$ cat config.mk
export PLATFORM = sky130hd
export DESIGN_NAME = eif_top
export DESIGN_NICKNAME = d
export VERILOG_FILES = /design/src/verilog/eif_pkg.sv /design/src/verilog/eif_edge_det.sv /design/src/verilog/eif_top.sv
export SDC_FILE = /design/constraint.sdc
export NUM_CORES = 1
export LEC_CHECK = 0
export ABC_AREA = 1
export BUFFER_PORTS_ARGS = -buffer_cell sky130_fd_sc_hd__buf_2
export CORE_ASPECT_RATIO = 0.8
export CORE_MARGIN = 2
export CORE_UTILIZATION = 25
export DETAILED_ROUTE_END_ITERATION = 10
export MAX_ROUTING_LAYER = met4
export PLACE_DENSITY = 0.49
export SLEW_MARGIN = 20
export SYNTH_ARGS = -nofsm -noshare
export SYNTH_HDL_FRONTEND = slang
export SYNTH_SLANG_ARGS = --single-unit
$ cat constraint.sdc
create_clock -name aclk -period 2.64 [get_ports aclk]
set_input_delay 0.66 -clock aclk [delete_from_list [all_inputs] [get_ports aclk]]
set_output_delay 0.66 -clock aclk [all_outputs]
set_load 0.02 [all_outputs]
$ cat src/verilog/eif_pkg.sv
// Summary of operation
// - edge select 1 on external pin three detects rising edges as events
// - shared edge select 1 detects rising edges on wake input seven and timer-y input
// - eight read/write wake enable bits, positions 7..0, reset to zero
// - timer b1 flag sets when the counter wraps from maximum to zero
// - writing 0 to the set timer b1 flag clears it
// - request flags accept only a write of 0; writing 1 leaves them unchanged
package eif_pkg;
  // byte addresses of the registers
  localparam logic [7:0] ADDR_EDGE = 8'h00;
  localparam logic [7:0] ADDR_WAKE_EN = 8'h04;
  localparam logic [7:0] ADDR_FLAGS = 8'h08;
  localparam logic [7:0] ADDR_STATUS = 8'h0C;
  localparam logic [7:0] ADDR_MASK = 8'h10;
  localparam logic [7:0] ADDR_TIMER = 8'h14;
  // edge register fields
  localparam int EDGE_PIN3_BIT = 0;
  localparam int EDGE_WAKE7_BIT = 1;
  // flag register layout: bits 7..0 wake flags, bit 8 pin three, bit 9 timer b1
  localparam int FLAG_PIN3_BIT = 8;
  localparam int FLAG_TB1_BIT = 9;
  localparam int FLAG_W = 10;
  // reset values, timer maximum and response codes
  localparam logic [1:0] EDGE_RST = 2'h0;
  localparam logic [7:0] WAKE_EN_RST = 8'h00;
  localparam logic [9:0] FLAG_RST = 10'h000;
  localparam logic [7:0] TIMER_MAX = 8'hFF;
  localparam logic [1:0] RESP_OKAY = 2'h0;
  localparam logic [1:0] RESP_SLVERR = 2'h2;
endpackage

$ cat src/verilog/eif_edge_det.sv
`timescale 1ns/100ps
// two-stage synchroniser plus selectable edge detector
module eif_edge_det (
  // clock and reset
  input wire logic aclk,
  input wire logic aresetn,
  // pin and select
  input wire logic pin,
  input wire logic rise_sel,
  // detected event, one cycle
  output logic event_pulse
);
  logic sync1;
  logic sync2;
  logic last;
  wire rise = sync2 & ~last;
  wire fall = ~sync2 & last;
  // only sync2 is looked at; sync1 feeds nothing else
  always_ff @(posedge aclk) begin
    if (!aresetn) begin
      sync1 <= 1'b0;
      sync2 <= 1'b0;
      last <= 1'b0;
      event_pulse <= 1'b0;
    end else begin
      sync1 <= pin;
      sync2 <= sync1;
      last <= sync2;
      event_pulse <= rise_sel ? rise : fall;
    end
  end
endmodule

$ cat src/verilog/eif_top.sv
`timescale 1ns/100ps
// interrupt enable and request flag block with an axi4-lite slave
module eif_top (
  // clock and reset
  input wire logic aclk,
  input wire logic aresetn,
  // axi4-lite write address
  input wire logic [7:0] s_axi_awaddr,
  input wire logic s_axi_awvalid,
  output logic s_axi_awready,
  // axi4-lite write data
  input wire logic [31:0] s_axi_wdata,
  input wire logic [3:0] s_axi_wstrb,
  input wire logic s_axi_wvalid,
  output logic s_axi_wready,
  // axi4-lite write response
  output logic [1:0] s_axi_bresp,
  output logic s_axi_bvalid,
  input wire logic s_axi_bready,
  // axi4-lite read address
  input wire logic [7:0] s_axi_araddr,
  input wire logic s_axi_arvalid,
  output logic s_axi_arready,
  // axi4-lite read data
  output logic [31:0] s_axi_rdata,
  output logic [1:0] s_axi_rresp,
  output logic s_axi_rvalid,
  input wire logic s_axi_rready,
  // external pins
  input wire logic ext_irq_pin_three,
  input wire logic [7:0] wake_inputs,
  input wire logic timer_y_event_input,
  // timer b1 count step from the timer logic, same clock
  input wire logic timer_b1_tick,
  // interrupts
  output logic cpu_irq,
  output logic [7:0] wake_irq_req,
  output logic pin3_irq_req,
  output logic tb1_irq_req
);
  // registers
  logic [1:0] edge_sel;
  logic [7:0] wake_enable;
  logic [9:0] flags;
  logic [9:0] status;
  logic [9:0] mask;
  logic [7:0] tb1_count;
  // write channel holding
  logic aw_held;
  logic w_held;
  logic [7:0] aw_addr;
  logic [31:0] w_data;
  logic [3:0] w_strb;
  // detected events
  logic pin3_ev;
  logic [7:0] wake_ev;
  logic tmy_ev;

  // pin three detector
  eif_edge_det u_pin3 (
    .aclk(aclk),
    .aresetn(aresetn),
    .pin(ext_irq_pin_three),
    .rise_sel(edge_sel[eif_pkg::EDGE_PIN3_BIT]),
    .event_pulse(pin3_ev)
  );

  // wake inputs 0..6 use falling edges; seven follows the shared select
  genvar gi;
  generate
    for (gi = 0; gi < 8; gi = gi + 1) begin : g_wake
      eif_edge_det u_wake (
        .aclk(aclk),
        .aresetn(aresetn),
        .pin(wake_inputs[gi]),
        .rise_sel((gi == 7) ? edge_sel[eif_pkg::EDGE_WAKE7_BIT] : 1'b0),
        .event_pulse(wake_ev[gi])
      );
    end
  endgenerate

  // timer-y event input shares the seven select
  eif_edge_det u_tmy (
    .aclk(aclk),
    .aresetn(aresetn),
    .pin(timer_y_event_input),
    .rise_sel(edge_sel[eif_pkg::EDGE_WAKE7_BIT]),
    .event_pulse(tmy_ev)
  );

  // one match list for both bus directions, so no register answers on one side only
  function automatic logic addr_mapped(input logic [7:0] addr);
    logic hit;
    hit = 1'b0;
    if (addr == eif_pkg::ADDR_EDGE) begin
      hit = 1'b1;
    end else if (addr == eif_pkg::ADDR_WAKE_EN) begin
      hit = 1'b1;
    end else if (addr == eif_pkg::ADDR_FLAGS) begin
      hit = 1'b1;
    end else if (addr == eif_pkg::ADDR_STATUS) begin
      hit = 1'b1;
    end else if (addr == eif_pkg::ADDR_MASK) begin
      hit = 1'b1;
    end else if (addr == eif_pkg::ADDR_TIMER) begin
      hit = 1'b1;
    end
    return hit;
  endfunction

  // write data cut to the enabled byte lanes; bits 9..8 ride on lane one
  function automatic logic [9:0] lane_bits(input logic [31:0] data, input logic [3:0] strb);
    return data[9:0] & {{2{strb[1]}}, {8{strb[0]}}};
  endfunction

  // read selection; every register is an argument so the assignment tracks each change
  function automatic logic [31:0] read_word(input logic [7:0] addr, input logic [1:0] sel,
      input logic [7:0] en, input logic [9:0] flg, input logic [9:0] st,
      input logic [9:0] msk, input logic [7:0] cnt);
    logic [31:0] word;
    word = 32'h0000_0000;
    if (addr == eif_pkg::ADDR_EDGE) begin
      word = {30'h0, sel};
    end else if (addr == eif_pkg::ADDR_WAKE_EN) begin
      word = {24'h00_0000, en};
    end else if (addr == eif_pkg::ADDR_FLAGS) begin
      word = {22'h00_0000, flg};
    end else if (addr == eif_pkg::ADDR_STATUS) begin
      word = {22'h00_0000, st};
    end else if (addr == eif_pkg::ADDR_MASK) begin
      word = {22'h00_0000, msk};
    end else if (addr == eif_pkg::ADDR_TIMER) begin
      word = {24'h00_0000, cnt};
    end
    return word;
  endfunction

  // write decode: fire once both halves are held and no response waits
  wire do_write = aw_held & w_held & ~s_axi_bvalid;
  wire wr_edge = do_write & (aw_addr == eif_pkg::ADDR_EDGE) & w_strb[0];
  wire wr_en = do_write & (aw_addr == eif_pkg::ADDR_WAKE_EN) & w_strb[0];
  wire wr_flag = do_write & (aw_addr == eif_pkg::ADDR_FLAGS);
  wire wr_stat = do_write & (aw_addr == eif_pkg::ADDR_STATUS);
  wire wr_mask = do_write & (aw_addr == eif_pkg::ADDR_MASK);
  // unmapped offsets still complete, only with an error response
  wire wr_known = addr_mapped(aw_addr);
  wire [9:0] lane_mask = {{2{w_strb[1]}}, {8{w_strb[0]}}};

  // flag clear: a zero in an enabled lane clears; a one does nothing
  wire [9:0] flag_clr = wr_flag ? lane_bits(~w_data, w_strb) : 10'h000;
  wire tb1_wrap = timer_b1_tick & (tb1_count == eif_pkg::TIMER_MAX);
  wire [9:0] flag_set = {tb1_wrap, pin3_ev, wake_ev | {tmy_ev, 7'h00}};
  // set wins over clear so a same-cycle event is kept
  wire [9:0] next_flags = (flags & ~flag_clr) | flag_set;

  // enables per flag: wake flags gated by wake enable, others always on
  wire [9:0] flag_en = {2'h3, wake_enable};
  wire [9:0] req = flags & flag_en;
  // status mirrors enabled requests rising; cleared by writing one
  wire [9:0] stat_clr = wr_stat ? lane_bits(w_data, w_strb) : 10'h000;
  wire [9:0] next_status = (status & ~stat_clr) | (flag_set & flag_en);
  wire [9:0] next_mask = wr_mask ? (lane_bits(w_data, w_strb) | (mask & ~lane_mask)) : mask;

  // read decode
  wire rd_fire = s_axi_arvalid & s_axi_arready;
  wire [31:0] rd_word = read_word(s_axi_araddr, edge_sel, wake_enable, flags, status, mask,
    tb1_count);
  wire rd_known = addr_mapped(s_axi_araddr);

  // write address and data capture, either order
  // ready drops after a handshake so a held half is never overwritten
  always_ff @(posedge aclk) begin
    if (!aresetn) begin
      aw_held <= 1'b0;
      w_held <= 1'b0;
      aw_addr <= 8'h00;
      w_data <= 32'h0000_0000;
      w_strb <= 4'h0;
      s_axi_awready <= 1'b0;
      s_axi_wready <= 1'b0;
    end else begin
      s_axi_awready <= ~aw_held & ~(s_axi_awvalid & s_axi_awready);
      s_axi_wready <= ~w_held & ~(s_axi_wvalid & s_axi_wready);
      if (s_axi_awvalid & s_axi_awready) begin
        aw_held <= 1'b1;
        aw_addr <= s_axi_awaddr;
      end else if (do_write) begin
        aw_held <= 1'b0;
      end
      if (s_axi_wvalid & s_axi_wready) begin
        w_held <= 1'b1;
        w_data <= s_axi_wdata;
        w_strb <= s_axi_wstrb;
      end else if (do_write) begin
        w_held <= 1'b0;
      end
    end
  end

  // write response; unmapped addresses answer slverr
  always_ff @(posedge aclk) begin
    if (!aresetn) begin
      s_axi_bvalid <= 1'b0;
      s_axi_bresp <= eif_pkg::RESP_OKAY;
    end else if (do_write) begin
      s_axi_bvalid <= 1'b1;
      s_axi_bresp <= wr_known ? eif_pkg::RESP_OKAY : eif_pkg::RESP_SLVERR;
    end else if (s_axi_bready) begin
      s_axi_bvalid <= 1'b0;
    end
  end

  // read channel: one read at a time, answered one cycle after acceptance
  // rdata loads only on acceptance, so it stands while rvalid waits for rready
  always_ff @(posedge aclk) begin
    if (!aresetn) begin
      s_axi_arready <= 1'b0;
      s_axi_rvalid <= 1'b0;
      s_axi_rdata <= 32'h0000_0000;
      s_axi_rresp <= eif_pkg::RESP_OKAY;
    end else begin
      s_axi_arready <= ~s_axi_rvalid & ~rd_fire;
      if (rd_fire) begin
        s_axi_rvalid <= 1'b1;
        s_axi_rdata <= rd_word;
        s_axi_rresp <= rd_known ? eif_pkg::RESP_OKAY : eif_pkg::RESP_SLVERR;
      end else if (s_axi_rready) begin
        s_axi_rvalid <= 1'b0;
      end
    end
  end

  // edge select; a change acts on the next synchronised sample
  // a change while a pin sits mid-transition may miss or add one event
  always_ff @(posedge aclk) begin
    if (!aresetn) begin
      edge_sel <= eif_pkg::EDGE_RST;
    end else if (wr_edge) begin
      edge_sel <= w_data[1:0];
    end
  end

  // wake enable bits, lane zero only
  always_ff @(posedge aclk) begin
    if (!aresetn) begin
      wake_enable <= eif_pkg::WAKE_EN_RST;
    end else if (wr_en) begin
      wake_enable <= w_data[7:0];
    end
  end

  // status mask for the cpu line
  always_ff @(posedge aclk) begin
    if (!aresetn) begin
      mask <= eif_pkg::FLAG_RST;
    end else begin
      mask <= next_mask;
    end
  end

  // timer b1 counter; wraps from maximum to zero
  // a local copy of the count, read back so software can see the wrap point
  always_ff @(posedge aclk) begin
    if (!aresetn) begin
      tb1_count <= 8'h00;
    end else if (timer_b1_tick) begin
      tb1_count <= tb1_count + 8'h01;
    end
  end

  // flags and status; set wins over a same-cycle clear in both
  always_ff @(posedge aclk) begin
    if (!aresetn) begin
      flags <= eif_pkg::FLAG_RST;
      status <= eif_pkg::FLAG_RST;
    end else begin
      flags <= next_flags;
      status <= next_status;
    end
  end

  // per-source request lines, registered so every output leaves a flip-flop
  always_ff @(posedge aclk) begin
    if (!aresetn) begin
      wake_irq_req <= 8'h00;
      pin3_irq_req <= 1'b0;
      tb1_irq_req <= 1'b0;
    end else begin
      wake_irq_req <= req[7:0];
      pin3_irq_req <= req[eif_pkg::FLAG_PIN3_BIT];
      tb1_irq_req <= req[eif_pkg::FLAG_TB1_BIT];
    end
  end

  // cpu line; one cycle behind status, the price of a registered output
  always_ff @(posedge aclk) begin
    if (!aresetn) begin
      cpu_irq <= 1'b0;
    end else begin
      cpu_irq <= |(status & mask);
    end
  end
endmodule

==> impl_metrics.csv <==
group,metric,value,unit
job,maxCapViolCount,0,
logic_synthesis,ys_seq_elements,138,
hold_path,worstHoldPathType,"input pin to register",
finish,n_fill_cell,2412,
timing,fmax,586,MHz
timing,whs,0.409,ns
clock_tree,cts_buffers,17,
setup_path,rr_startpoint,"aw_held",
timing,finalSetupTns,0,ns
setup_path,start_kind,"register",
timing,fin_crit,1.71,ns
setup_path,r2r_end,"flags[5]",
routing,firstDrtPassIters,4,
setup_path,crit_buf_inv,1,
setup_path,cp_slowest_stage_delay,0.42,ns
finish,final_common_cell,"nand2_1",
logic_synthesis,syn_area,0.00553,mm2
die,ioPinCount,122,
routing,viasPerCell,4.21,
pwr,power_density,708,mW/mm2
setup_path,end_kind,"output pin",
routing,drc,0,
die,dieWidth,170,um
clock_tree,cts_max_level,4,
die,rows,48,
global_route,grt_pass1_wl,23.3,mm
setup_path,rrSetupSlack,0.93,ns
clock_tree,tritoncts,"done",
timing,rsz0062_at_grt,"no",
setup_path,worstRegToRegCells,7,
finish,finish.utilization,0.308,
logic_synthesis,synthDistinctLibCells,35,
global_route,grt_util_all_layers,0.134,
place,io_buffers,73,
global_route,grt-ovfl-total,0,
die,start_util,0.256,
setup_path,path_cells,"buf_2",
timing,report.final.slew_viol_count,0,
clock_tree,clkTransAtPathRegs,0.06,ns
die,core-area,0.0216,mm2
setup_path,slowest_stage,"dfxtp_1",
timing,relSlewSlack,0.542,
clock_tree,cts.sink_count,138,
clock_tree,clock-root-buffer,"clkbuf_16",
clock_tree,insertion_delay,0.42,ns
finish,antennaDiodeCount,0,
setup_path,worstPathMaxFanout,3,
routing,wire_per_inst,13.0,um
routing,first_iter_violations,403,
timing,setup_viol,0,
clock_tree,cts_buffer_depth,2,
finish,fin_cells,1107,
die,die_y,137,um
die,die_area,0.0233,mm2
pwr,peakVddDrop,0.329,mV
clock_tree,postCtsSetupBuffers,0,
finish,final_design_area_no_fill,0.00665,mm2
global_route,grt_pass1_vias,4347,
place,hpwl,10.3,mm
pwr,p_leak,0.00305,uW
timing,tightest_slew,0.685,ns
place,place_congestion,0.820,
setup_path,crit_family,"flip-flops",
setup_path,cp.depth,1,
logic_synthesis,syn_inst,744,
routing,wirelength,14.4,mm
finish,area_delta_synth_final,20.2,%
timing,post-route-period-util,0.646,
logic_synthesis,ys_seq_area_frac,0.499,
setup_path,endpoint,"s_axi_bvalid",
run_status,status,"complete, no violations",
logic_synthesis,synth_ff_type,"dfxtp_1",
timing,worst_clock_skew,0.0138,ns
global_route,antenna_found_initial,0,
finish,fin_nets,890,
global_route,grt_max_degree,92,
setup_path,crit_required,1.98,ns
setup_path,crit_arrival,1.05,ns
routing,vias,4659,
routing,final_antenna_net_count,0,
clock_tree,holdBufCountCts,0,
setup_path,critPathKind,"register to output pin",
place,dp.cells,1075,
clock_tree,cts_resized,0,
finish,final_cell_mix,"nand2_1, dfxtp_1, inv_1",
setup_path,critical_path.startpoint,"s_axi_bvalid",
logic_synthesis,async_flop_share,0,
logic_synthesis,syn_avg_cell_area,7.43,um2
finish,layout-drive-gt1-share,0.149,
timing,hold_viol,0,
logic_synthesis,synth_edf_count,0,
place,placed_area,0.00610,mm2
logic_synthesis,yosysWarnings,0,
==> worst min-delay path by stage <==
stage	startpoint	to	cells after the start
after floorplan	g_wake[0].u_wake.sync2	g_wake[0].u_wake.event_pulse	1
after global placement	g_wake[5].u_wake.sync1	g_wake[5].u_wake.sync2	2
after detailed placement	g_wake[3].u_wake.sync1	g_wake[3].u_wake.sync2	2
after CTS	wake_inputs[5]	g_wake[5].u_wake.sync1	3
after global routing	wake_inputs[3]	g_wake[3].u_wake.sync1	3
final	wake_inputs[5]	g_wake[5].u_wake.sync1	3
==> registers in the layout, indices dropped and copies added (netlist names), 2 cells and up, named ones only <==
register and flops:
aw_addr 8, status 10, flags 10, w_strb 2, g_wake.u_wake.sync2 8, g_wake.u_wake.last 8
g_wake.u_wake.event_pulse 8, w_data 10, tb1_count 8, s_axi_rdata 10, g_wake.u_wake.sync1 8, wake_irq_req 8
edge_sel 2, wake_enable 8
==> synthesized netlist by cell type, types with 3 or more instances <==
| cell type | n | share of area |
|---|---|---|
| nand2_1 | 164 | 0.11 |
| dfxtp_1 | 138 | 0.50 |
| inv_1 | 105 | 0.071 |
| a21oi_1 | 73 | 0.066 |
| nor2_1 | 63 | 0.043 |
| o21ai_0 | 59 | 0.053 |
| nand3_1 | 40 | 0.036 |
| buf_4 | 24 | 0.033 |
| clkbuf_1 | 11 | 0.0075 |
| o21ai_1 | 11 | 0.010 |
| nor3_1 | 9 | 0.0081 |
| buf_2 | 6 | 0.0054 |
| nand4_1 | 5 | 0.0057 |
| nor2_2 | 5 | 0.0057 |
| nand3b_1 | 3 | 0.0041 |
| nor2_4 | 3 | 0.0061 |
| o22ai_1 | 3 | 0.0034 |
==> stage by stage <==
stage | worst slack, ns | total power (uW)
after floorplan | 1.02 | 2450
after global placement | 0.584 | 2530
after detailed placement | 0.615 | 2540
after CTS | 0.883 | 4770
after global routing | 0.738 | 4940
final | 0.933 | 4710
==> area by class of cell <==
class	count	area, um2	area share
sequential	138	2760	0.415
multi-input combinational	476	2170	0.326
clock buffer	19	443	0.0666
timing repair buffer	78	415	0.0625
inverter	108	405	0.0609
tap	275	344	0.0517
clock inverter	13	113	0.0169
==> kinds of logic after synthesis <==
logic type / after synthesis / share of synthesized area
AND/OR/NAND/NOR: 298 / 0.231
buffers and inverters: 153 / 0.124
AO/OA/AOI/OAI: 152 / 0.141
flip-flops: 138 / 0.499
XOR/XNOR: 1 / 0.00158
adder cells (fa/ha/maj): 1 / 0.00226
other: 1 / 0.000678
==> metal layers <==
| metal | GRT usage | share of wire | wire [um] |
|---|---|---|---|
| met1 | 0.190 | 0.54 | 7740 |
| met2 | 0.186 | 0.40 | 5800 |
| met3 | 0.0367 | 0.052 | 746 |
| met4 | 0.0370 | 0.0049 | 70 |
| met5 | - | 0 | 0 |
==> power by group <==
part           total [uW]  switching, uW  internal [uW]  leakage (uW)
Sequential           2190           43.9           2140       0.00112
Clock                2220            975           1250      0.000263
Combinational         300            204           95.6       0.00166
No activity file was read; power rests on OpenSTA's default activity.
